===== config.mk =====
export PLATFORM = sky130hd
export DESIGN_NAME = second_stage_filter
export DESIGN_NICKNAME = d
export VERILOG_FILES = /design/src/filt_pkg.sv /design/src/sample_history.sv /design/src/second_stage_filter.sv
export SDC_FILE = /design/constraint.sdc
export NUM_CORES = 2
export LEC_CHECK = 0
export BUFFER_PORTS_ARGS = -buffer_cell sky130_fd_sc_hd__clkbuf_2
export CAP_MARGIN = 5
export CELL_PAD_IN_SITES_DETAIL_PLACEMENT = 1
export CELL_PAD_IN_SITES_GLOBAL_PLACEMENT = 1
export CORE_MARGIN = 3
export CORE_UTILIZATION = 38
export DETAILED_ROUTE_END_ITERATION = 8
export PLACE_DENSITY = 0.74
export SLEW_MARGIN = 20
export SYNTH_ARGS = -nofsm -noshare
export SYNTH_HDL_FRONTEND = slang
export SYNTH_SLANG_ARGS = --single-unit
export TNS_END_PERCENT = 30

===== constraint.sdc =====
create_clock -name clk_i -period 21.9 [get_ports clk_i]
set_clock_uncertainty 0.1 [all_clocks]
set_input_delay 1.095 -clock clk_i [delete_from_list [all_inputs] [get_ports clk_i]]
set_output_delay 1.095 -clock clk_i [all_outputs]
set_load 0.005 [all_outputs]

===== src/filt_pkg.sv =====
// Purpose: shared constants and types for the second-stage filter control
// Assumes: 32-bit classic wishbone, 24-bit first-stage samples
// Notes: counts are in decimation periods unless named otherwise
package filt_pkg;
  localparam int DW = 24;
  localparam int HIST_DEPTH = 16;
  localparam int SUM_W = DW + 4;
  localparam int LEN_W = 3;
  localparam int DEC_W = 12;
  localparam int CHAN_W = 3;
  localparam int CNT_W = 7;
  // register byte addresses
  localparam logic [7:0] CTRL_OFS = 8'h00;
  localparam logic [7:0] CHAN_OFS = 8'h04;
  localparam logic [7:0] STATUS_OFS = 8'h08;
  localparam logic [7:0] RESULT_OFS = 8'h0C;
  localparam logic [7:0] IRQ_STAT_OFS = 8'h10;
  localparam logic [7:0] IRQ_MASK_OFS = 8'h14;
  // control field positions
  localparam int DEC_LSB = 0;
  localparam int CHOP_BIT = 12;
  localparam int BYP_BIT = 13;
  localparam int FAST_BIT = 14;
  localparam int SINGLE_BIT = 15;
  // interrupt status bit positions
  localparam int IRQ_RESULT_BIT = 0;
  localparam int IRQ_STEP_BIT = 1;
  localparam int IRQ_SETTLED_BIT = 2;
  localparam int IRQ_W = 3;
  // reset values
  localparam logic [DEC_W-1:0] DEC_RST = 12'h200;
  localparam logic [CHAN_W-1:0] CHAN_RST = 3'h0;
  localparam logic [IRQ_W-1:0] IRQ_MASK_RST = 3'h0;
  // timing counts
  localparam logic [3:0] MOD_DIV_LAST = 4'hF;
  localparam logic [CNT_W-1:0] SETTLE_FIR_NOCHOP = 7'h18;
  localparam logic [CNT_W-1:0] SETTLE_FIR_CHOP = 7'h42;
  localparam logic [CNT_W-1:0] SETTLE_BYPASS = 7'h03;
  localparam logic [CNT_W-1:0] SETTLE_FAST_NOCHOP = 7'h03;
  localparam logic [CNT_W-1:0] SETTLE_FAST_CHOP = 7'h06;
  localparam logic [1:0] CHOP_RATIO_LAST = 2'h2;
  localparam logic [3:0] RUN_AVG2 = 4'h2;
  localparam logic [3:0] RUN_AVG4 = 4'h4;
  localparam logic [3:0] RUN_AVG8 = 4'h8;
  localparam logic [3:0] RUN_AVG16 = 4'h6;
  // one percent of full scale on a 24-bit signed code
  localparam logic [DW:0] STEP_THRESH = 25'h00147AE;
  // window lengths as log2
  localparam logic [LEN_W-1:0] LEN_1 = 3'h0;
  localparam logic [LEN_W-1:0] LEN_2 = 3'h1;
  localparam logic [LEN_W-1:0] LEN_4 = 3'h2;
  localparam logic [LEN_W-1:0] LEN_8 = 3'h3;
  localparam logic [LEN_W-1:0] LEN_16 = 3'h4;

  typedef enum logic [2:0] {
    ST_FIR = 3'b000,
    ST_HOLD = 3'b001,
    ST_AVG2 = 3'b010,
    ST_AVG4 = 3'b011,
    ST_AVG8 = 3'b100,
    ST_AVG16 = 3'b101
  } mode_e;

  typedef struct packed {
    logic single;
    logic fast;
    logic bypass;
    logic input_chop_enable;
    logic [DEC_W-1:0] decimation_word;
  } ctrl_s;
endpackage


===== src/sample_history.sv =====
// Purpose: sample history with windowed average of the newest samples
// Assumes: push and window length arrive in the same cycle
// Notes: average leaves a register one cycle after the push
`timescale 1ns/1ps
module sample_history
  import filt_pkg::*;
(
  input wire logic clk_i,
  input wire logic rst_i,
  input wire logic ce_i,
  input wire logic push_i,
  input wire logic signed [filt_pkg::DW-1:0] data_i,
  input wire logic [filt_pkg::LEN_W-1:0] len_log_i,
  output logic signed [filt_pkg::DW-1:0] older2_o,
  output logic signed [filt_pkg::DW-1:0] avg_o,
  output logic valid_o
);
  logic signed [DW-1:0] hist_reg [HIST_DEPTH];
  logic signed [SUM_W-1:0] sum_next;
  logic signed [SUM_W-1:0] shifted;

  // sample two periods before the incoming one
  assign older2_o = hist_reg[1];

  always_comb
  begin
    sum_next = SUM_W'(data_i);
    for (int i = 1; i < HIST_DEPTH; i++)
    begin
      if (i < (1 << len_log_i))
      begin
        sum_next = sum_next + SUM_W'(hist_reg[i-1]);
      end
    end
  end

  assign shifted = sum_next >>> len_log_i;

  always_ff @(posedge clk_i)
  begin
    if (rst_i)
    begin
      for (int i = 0; i < HIST_DEPTH; i++)
      begin
        hist_reg[i] <= '0;
      end
      avg_o <= '0;
      valid_o <= 1'b0;
    end
    else if (ce_i)
    begin
      valid_o <= push_i;
      if (push_i)
      begin
        hist_reg[0] <= data_i;
        for (int i = 1; i < HIST_DEPTH; i++)
        begin
          hist_reg[i] <= hist_reg[i-1];
        end
        avg_o <= shifted[DW-1:0];
      end
    end
  end
endmodule


===== src/second_stage_filter.sv =====
// Purpose: second-stage filter control, step acceleration and result schedule
// Assumes: first-stage samples come from logic on clk_i
// Notes: registers reached over classic wishbone
`timescale 1ns/1ps
module second_stage_filter
  import filt_pkg::*;
(
  input wire logic clk_i,
  input wire logic rst_i,
  input wire logic ce_i,
  input wire logic wb_cyc_i,
  input wire logic wb_stb_i,
  input wire logic wb_we_i,
  input wire logic [7:0] wb_adr_i,
  input wire logic [3:0] wb_sel_i,
  input wire logic [31:0] wb_dat_i,
  output logic [31:0] wb_dat_o,
  output logic wb_ack_o,
  input wire logic smp_valid_i,
  input wire logic signed [filt_pkg::DW-1:0] smp_data_i,
  output logic [filt_pkg::CHAN_W-1:0] channel_o,
  output logic result_valid_o,
  output logic signed [filt_pkg::DW-1:0] result_o,
  output logic not_steady_flag_o,
  output logic irq_o
);
  import filt_pkg::*;

  ctrl_s ctrl_reg;
  ctrl_s ctrl_next;
  logic [CHAN_W-1:0] chan_reg;
  logic [IRQ_W-1:0] irq_stat_reg;
  logic [IRQ_W-1:0] irq_mask_reg;
  logic [IRQ_W-1:0] irq_set;
  logic [3:0] mod_cnt_reg;
  logic [DEC_W-1:0] dec_cnt_reg;
  logic [CNT_W-1:0] blank_cnt_reg;
  logic [CNT_W-1:0] settle_val;
  logic [1:0] div_reg;
  logic [3:0] run_cnt_reg;
  logic [3:0] run_cnt_next;
  mode_e mode_reg;
  mode_e mode_next;
  logic not_steady_reg;
  logic not_steady_next;
  logic chg_pend_reg;
  logic run_reg;
  logic emit_d_reg;
  logic signed [DW-1:0] latest_reg;
  logic signed [DW-1:0] older2;
  logic signed [DW-1:0] avg;
  logic hist_valid;
  logic [LEN_W-1:0] len_log;
  logic signed [DW:0] diff;
  logic [DW:0] abs_diff;
  logic step;
  logic fast_act;
  logic mod_tick;
  logic proc_tick;
  logic emit;
  logic bus_req;
  logic wr_stb;
  logic wr_ctrl;
  logic wr_chan;
  logic wr_istat;
  logic wr_imask;
  logic [31:0] rd_data;
  logic [DEC_W-1:0] dec_last;

  // bus decode
  assign bus_req = wb_cyc_i && wb_stb_i && !wb_ack_o;
  assign wr_stb = bus_req && wb_we_i && ce_i;
  assign wr_ctrl = wr_stb && wb_adr_i == CTRL_OFS;
  assign wr_chan = wr_stb && wb_adr_i == CHAN_OFS && wb_sel_i[0];
  assign wr_istat = wr_stb && wb_adr_i == IRQ_STAT_OFS && wb_sel_i[0];
  assign wr_imask = wr_stb && wb_adr_i == IRQ_MASK_OFS && wb_sel_i[0];
  assign ctrl_next = ctrl_s'({wb_sel_i[1] ? wb_dat_i[15:8] : ctrl_reg[15:8],
                             wb_sel_i[0] ? wb_dat_i[7:0] : ctrl_reg[7:0]});

  assign rd_data = (wb_adr_i == CTRL_OFS) ? {16'h0000, ctrl_reg} :
                   (wb_adr_i == CHAN_OFS) ? {29'h0, chan_reg} :
                   (wb_adr_i == STATUS_OFS) ? {30'h0, run_reg, not_steady_reg} :
                   (wb_adr_i == RESULT_OFS) ? {{8{result_o[DW-1]}}, result_o} :
                   (wb_adr_i == IRQ_STAT_OFS) ? {29'h0, irq_stat_reg} :
                   (wb_adr_i == IRQ_MASK_OFS) ? {29'h0, irq_mask_reg} : 32'h0000_0000;

  assign mod_tick = ce_i && mod_cnt_reg == MOD_DIV_LAST;
  assign dec_last = (ctrl_reg.decimation_word == '0) ? '0 : ctrl_reg.decimation_word - 1'b1;
  assign proc_tick = mod_tick && dec_cnt_reg >= dec_last && !wr_chan;

  assign fast_act = ctrl_reg.fast && !ctrl_reg.bypass;

  assign diff = {latest_reg[DW-1], latest_reg} - {older2[DW-1], older2};
  assign abs_diff = diff[DW] ? (~diff + 1'b1) : diff;
  assign step = abs_diff > STEP_THRESH;

  // settling periods after a channel change
  assign settle_val = ctrl_reg.bypass ? SETTLE_BYPASS :
                      ctrl_reg.fast ? (ctrl_reg.input_chop_enable ? SETTLE_FAST_CHOP : SETTLE_FAST_NOCHOP) :
                      (ctrl_reg.input_chop_enable ? SETTLE_FIR_CHOP : SETTLE_FIR_NOCHOP);

  // results only once settled, then every 1 or 3 periods
  assign emit = proc_tick && run_reg && (blank_cnt_reg == 7'h01 || (blank_cnt_reg == '0 && div_reg == '0));

  // acceleration schedule
  always_comb
  begin
    mode_next = mode_reg;
    run_cnt_next = run_cnt_reg;
    not_steady_next = not_steady_reg;
    if (!fast_act)
    begin
      mode_next = ST_FIR;
      not_steady_next = 1'b0;
    end
    else
    begin
      case (mode_reg)
        ST_FIR:
        begin
          mode_next = ST_FIR;
        end
        ST_HOLD:
        begin
          // first non-step sample opens the 2-average run
          mode_next = ST_AVG2;
          run_cnt_next = RUN_AVG2;
        end
        ST_AVG2:
        begin
          if (run_cnt_reg == 4'h1)
          begin
            mode_next = ST_AVG4;
            run_cnt_next = RUN_AVG4;
          end
          else
          begin
            run_cnt_next = run_cnt_reg - 1'b1;
          end
        end
        ST_AVG4:
        begin
          if (run_cnt_reg == 4'h1)
          begin
            mode_next = ST_AVG8;
            run_cnt_next = RUN_AVG8;
          end
          else
          begin
            run_cnt_next = run_cnt_reg - 1'b1;
          end
        end
        ST_AVG8:
        begin
          if (run_cnt_reg == 4'h1)
          begin
            mode_next = ST_AVG16;
            run_cnt_next = RUN_AVG16;
          end
          else
          begin
            run_cnt_next = run_cnt_reg - 1'b1;
          end
        end
        ST_AVG16:
        begin
          if (run_cnt_reg == 4'h1)
          begin
            // back to normal filter clears the flag
            mode_next = ST_FIR;
            not_steady_next = 1'b0;
          end
          else
          begin
            run_cnt_next = run_cnt_reg - 1'b1;
          end
        end
        default:
        begin
          mode_next = ST_FIR;
        end
      endcase
      // step or channel change forces averaging, set wins
      if (step || chg_pend_reg)
      begin
        mode_next = ST_HOLD;
        not_steady_next = 1'b1;
      end
    end
  end

  // window length per state; normal filter window
  assign len_log = (mode_next == ST_HOLD) ? (ctrl_reg.input_chop_enable ? LEN_2 : LEN_1) :
                   (mode_next == ST_AVG2) ? LEN_2 :
                   (mode_next == ST_AVG4) ? LEN_4 :
                   (mode_next == ST_AVG8) ? LEN_8 : LEN_16;

  sample_history u_hist (
    .clk_i(clk_i),
    .rst_i(rst_i),
    .ce_i(ce_i),
    .push_i(proc_tick),
    .data_i(latest_reg),
    .len_log_i(len_log),
    .older2_o(older2),
    .avg_o(avg),
    .valid_o(hist_valid)
  );

  // interrupt event sources
  assign irq_set[IRQ_RESULT_BIT] = hist_valid && emit_d_reg && ce_i;
  assign irq_set[IRQ_STEP_BIT] = proc_tick && not_steady_next && !not_steady_reg;
  assign irq_set[IRQ_SETTLED_BIT] = proc_tick && !not_steady_next && not_steady_reg;
  assign irq_o = |(irq_stat_reg & irq_mask_reg);
  assign not_steady_flag_o = not_steady_reg;
  assign channel_o = chan_reg;

  // bus slave and registers
  always_ff @(posedge clk_i)
  begin
    if (rst_i)
    begin
      wb_ack_o <= 1'b0;
      wb_dat_o <= '0;
      ctrl_reg <= '{single: 1'b0, fast: 1'b0, bypass: 1'b0, input_chop_enable: 1'b0, decimation_word: DEC_RST};
      chan_reg <= CHAN_RST;
      irq_mask_reg <= IRQ_MASK_RST;
      irq_stat_reg <= '0;
    end
    else if (ce_i)
    begin
      wb_ack_o <= bus_req;
      wb_dat_o <= rd_data;
      if (wr_ctrl)
      begin
        ctrl_reg <= ctrl_next;
      end
      if (wr_chan)
      begin
        chan_reg <= wb_dat_i[CHAN_W-1:0];
      end
      if (wr_imask)
      begin
        irq_mask_reg <= wb_dat_i[IRQ_W-1:0];
      end
      // new events win over write-one-to-clear
      irq_stat_reg <= (irq_stat_reg & ~(wr_istat ? wb_dat_i[IRQ_W-1:0] : 3'h0)) | irq_set;
    end
  end

  // timing and schedule state
  always_ff @(posedge clk_i)
  begin
    if (rst_i)
    begin
      mod_cnt_reg <= '0;
      dec_cnt_reg <= '0;
      blank_cnt_reg <= SETTLE_FIR_NOCHOP;
      div_reg <= '0;
      mode_reg <= ST_FIR;
      run_cnt_reg <= '0;
      not_steady_reg <= 1'b0;
      chg_pend_reg <= 1'b0;
      run_reg <= 1'b1;
      emit_d_reg <= 1'b0;
      latest_reg <= '0;
    end
    else if (ce_i)
    begin
      mod_cnt_reg <= mod_cnt_reg + 1'b1;
      if (smp_valid_i)
      begin
        latest_reg <= smp_data_i;
      end
      emit_d_reg <= emit;
      if (wr_chan)
      begin
        dec_cnt_reg <= '0;
        blank_cnt_reg <= settle_val;
        div_reg <= '0;
        run_reg <= 1'b1;
        chg_pend_reg <= fast_act;
      end
      else
      begin
        if (mod_tick)
        begin
          dec_cnt_reg <= proc_tick ? '0 : dec_cnt_reg + 1'b1;
        end
        if (proc_tick)
        begin
          chg_pend_reg <= 1'b0;
          mode_reg <= mode_next;
          run_cnt_reg <= run_cnt_next;
          not_steady_reg <= not_steady_next;
          if (blank_cnt_reg != '0)
          begin
            blank_cnt_reg <= blank_cnt_reg - 1'b1;
          end
          // one result per period, or per three with chop
          if (emit)
          begin
            div_reg <= ctrl_reg.input_chop_enable ? CHOP_RATIO_LAST : 2'h0;
          end
          else if (div_reg != '0)
          begin
            div_reg <= div_reg - 1'b1;
          end
          // single conversion stops unless still settling
          if (emit && ctrl_reg.single && !(fast_act && not_steady_next))
          begin
            run_reg <= 1'b0;
          end
        end
      end
    end
  end

  // result output
  always_ff @(posedge clk_i)
  begin
    if (rst_i)
    begin
      result_o <= '0;
      result_valid_o <= 1'b0;
    end
    else if (ce_i)
    begin
      result_valid_o <= hist_valid && emit_d_reg;
      if (hist_valid && emit_d_reg)
      begin
        result_o <= avg;
      end
    end
  end
endmodule


==> results.toml <==
[clock_network]
clock_network_latency_to_the_later_pin_of_the_worst_skew_pair_ns = 0.64
clock-sinks = 520
clockRootBuffer = "sky130_fd_sc_hd__clkbuf_16"
cts_tree = "yes"
number_of_buffers_created_by_cts = 66
cts-htree-levels = 3
clock_path_buffers = 3
clk_pin_slew_ns = 0.06

[cells_and_area]
layout_cell_share_with_drive_strength_beyond_1_pct = 21.26
post-route-util_pct = 47.65
mostFrequentLayoutCells = "sky130_fd_sc_hd__buf_4 (603), sky130_fd_sc_hd__a21oi_1 (428), sky130_fd_sc_hd__nand2_1 (413), sky130_fd_sc_hd__ha_1 (388), sky130_fd_sc_hd__edfxtp_1 (360)"
mostFrequentLayoutCell = "sky130_fd_sc_hd__buf_4"
postLayoutCellArea_um2 = 54780
largest_reg_flops = 360
final_nets = 6299
ant_diodes = 0
syn2layout_area_growth_pct = 23.80

[critical_path]
worst_path_most_repeated_cell = "sky130_fd_sc_hd__a21o_1"
critical_path_required_ns = 22.36
critical_path.max_fanout = 7
end_kind = "flop"
critical_path.startpoint = "u_hist.hist_reg[0][29]$_SDFFCE_PN0P_"
worstReg2RegStart = "u_hist.hist_reg[0][29]$_SDFFCE_PN0P_"
critical_path.slowest_cell = "sky130_fd_sc_hd__or4_4"
critPathMaxStageDelay_ns = 0.57
category_of_the_most_critical_setup_path = "reg -> reg"
worstSetupStartpointType = "flop"
timing.critical_path.arrival_ns = 22.01

[sta]
report.final.hold_viol_count = 0
rsz0062_at_grt = "true"
final.period_utilization_pct = 98.43
fin_crit_ns = 21.56
worstMarginPinSlew_ns = 1.144
timing.slew.headroom_pct = 23.70
setup_viol = 0
slew_viol_final = 0
timing.setup.tns_ns = 0
max_freq_mhz = 46.39
final.setup.worst_slack_ns = 0.3448

[drt]
met2RoutedLength_mm = 76.61
met3RoutedLength_mm = 6.539
post_drt_via_cell_ratio = 5.750
dr.pass1.iters = 5
wl_mm = 158.0
post-route-drc-count = 0
final_antenna_net_count = 0
wl_met1_mm = 68.53
drt-wirelength-per-cell_um = 21.56
detail_route.iter0.violations = 2370
via_count = 42120
top_signal_layer_used = "met4"

[synth]
synth.ff_latch_count = 520
postSynthAreaPerCell_um2 = 8.581
postSynthNetCount = 5695
synth-xor-area-share_pct = 7.683
yosysTopAreaCellShare_pct = 24.43
asyncSetResetFlopFracSynth_pct = 0
synth_edf_count = 360
synth_area_leader_cell = "sky130_fd_sc_hd__edfxtp_1"
ys_seq_area_share_pct = 31.67
postSynthCellCount = 5156
synth_compound_gate_area_share_pct = 22.44
post_synth_mux_area_share_pct = 1.106
synthDistinctLibCells = 99
synth_simple_gate_area_share_pct = 20.10
synth_top_family_by_area = "compound AO/OA/AOI/OAI gates"
synthesis.area_um2 = 44240
synth.top_cells.by_area = "sky130_fd_sc_hd__edfxtp_1 (24%), sky130_fd_sc_hd__ha_1 (13%), sky130_fd_sc_hd__dfxtp_1 (7.2%)"
yosys_warnings = 0
synth_adder_area_share_pct = 13.39
dominantRegCellSynth = "sky130_fd_sc_hd__edfxtp_1"

[floorplan]
placement_rows = 124
chipWidth_um = 347.2
initial_core_util_pct = 38.49
ioPinCount = 138
dieArea_um2 = 120600
die_height_um = 347.2
design.core.area_um2 = 115000

[min_path]
min_from = "u_hist.avg_o[21]$_SDFFE_PP0P_"
holdCritPathClass = "reg -> reg"

[grt]
grt_start_max_net_pins = 177
grt_first_pass_wirelength_mm = 237.7
grt_pass1_vias = 43160
grt_use_total_pct = 24.37
number_of_antenna_violations_at_the_first_check_in_global_routing = 1
grt.overflow.total = 0

[placement]
place.port_buffers = 119
gpl.final_weighted_congestion = 0.9016
post-dp-hpwl_mm = 114.3
post_dp_cell_area_um2 = 49920
pre_cts_slack_ns = -0.8954

[run]
maxCapViolations = 0

[status]
outcome = "completed"
[cells by family (layout without fill, tap and decap cells)]
| family | after synthesis | in the layout |
|---|---|---|
| simple gates | 1769 | 1769 |
| compound gates | 1566 | 1566 |
| flops | 520 | 520 |
| fa+ha+maj | 464 | 464 |
| buf+inv | 404 | 1061 |
| xor+xnor | 385 | 385 |
| mux | 48 | 48 |
[final cells by class]
class / count / area (um2)
Fill cell: 13490 / 60190
Multi-Input combinational cell: 4232 / 30640
Sequential cell: 520 / 14010
Timing Repair Buffer: 732 / 5279
Tap cell: 1512 / 1892
Clock buffer: 93 / 1888
Inverter: 208 / 788.3
Clock inverter: 28 / 274.0
[critical path: cells and delay by family (launching register included)]
kind            cells  cell delay (ns)
xor+xnor           12             2.05
fa+ha+maj          16             4.75
buf+inv             7             1.08
simple gates       22             4.20
compound gates     48             8.86
flops               1             0.41
[cell usage after synthesis, drive strengths merged (134+ instances only)]
library cell	n
a21o	205
a21oi	483
and2	235
clkbuf	145
dfxtp	160
edfxtp	360
ha	448
inv	208
nand2	430
nand3	134
nor2	356
nor2b	170
o21ai	389
xnor2	201
xor2	182
[metrics by stage]
| stage | std cells | hold WS [ns] |
|---|---|---|
| after CTS | 7239 | 0.3564 |
| after global placement | 7106 | 0.3410 |
| after detailed placement | 7106 | 0.3443 |
| after floorplan | 5156 | 0.3197 |
| final | 7325 | 0.3550 |
| after global routing | 7325 | 0.3873 |
[final timing paths]
check | slack (ns) | to | cells after the start
setup / recovery | 0.34 | u_hist.avg_o[23]$_SDFFE_PP0P_ | 105
hold / removal | 0.36 | result_o[21]$_SDFFE_PP0P_ | 2
setup reg to reg | 0.34 | u_hist.avg_o[23]$_SDFFE_PP0P_ | 105
hold reg to reg | 0.36 | result_o[21]$_SDFFE_PP0P_ | 2
[metal layers]
| layer | GRT usage, % | up-vias |
|---|---|---|
| met5 | 0 | - |
| met4 | 8.445 | 0 |
| met3 | 2.543 | 313 |
| met2 | 42.79 | 996 |
| met1 | 31.08 | 20880 |
| li1 | - | 19940 |
[repair_timing]
item                                    CTS  global route
setup buffers                            12            86
endpoints found under the hold margin     0             0
endpoints found under the setup margin    7            11
pin swaps                                19           219
hold buffers                              0             0
gates resized for setup                  66           387
Power is left out: the tool's default activity adds up to more than one toggle a clock period on the data nets, which glitch-free logic cannot reach.
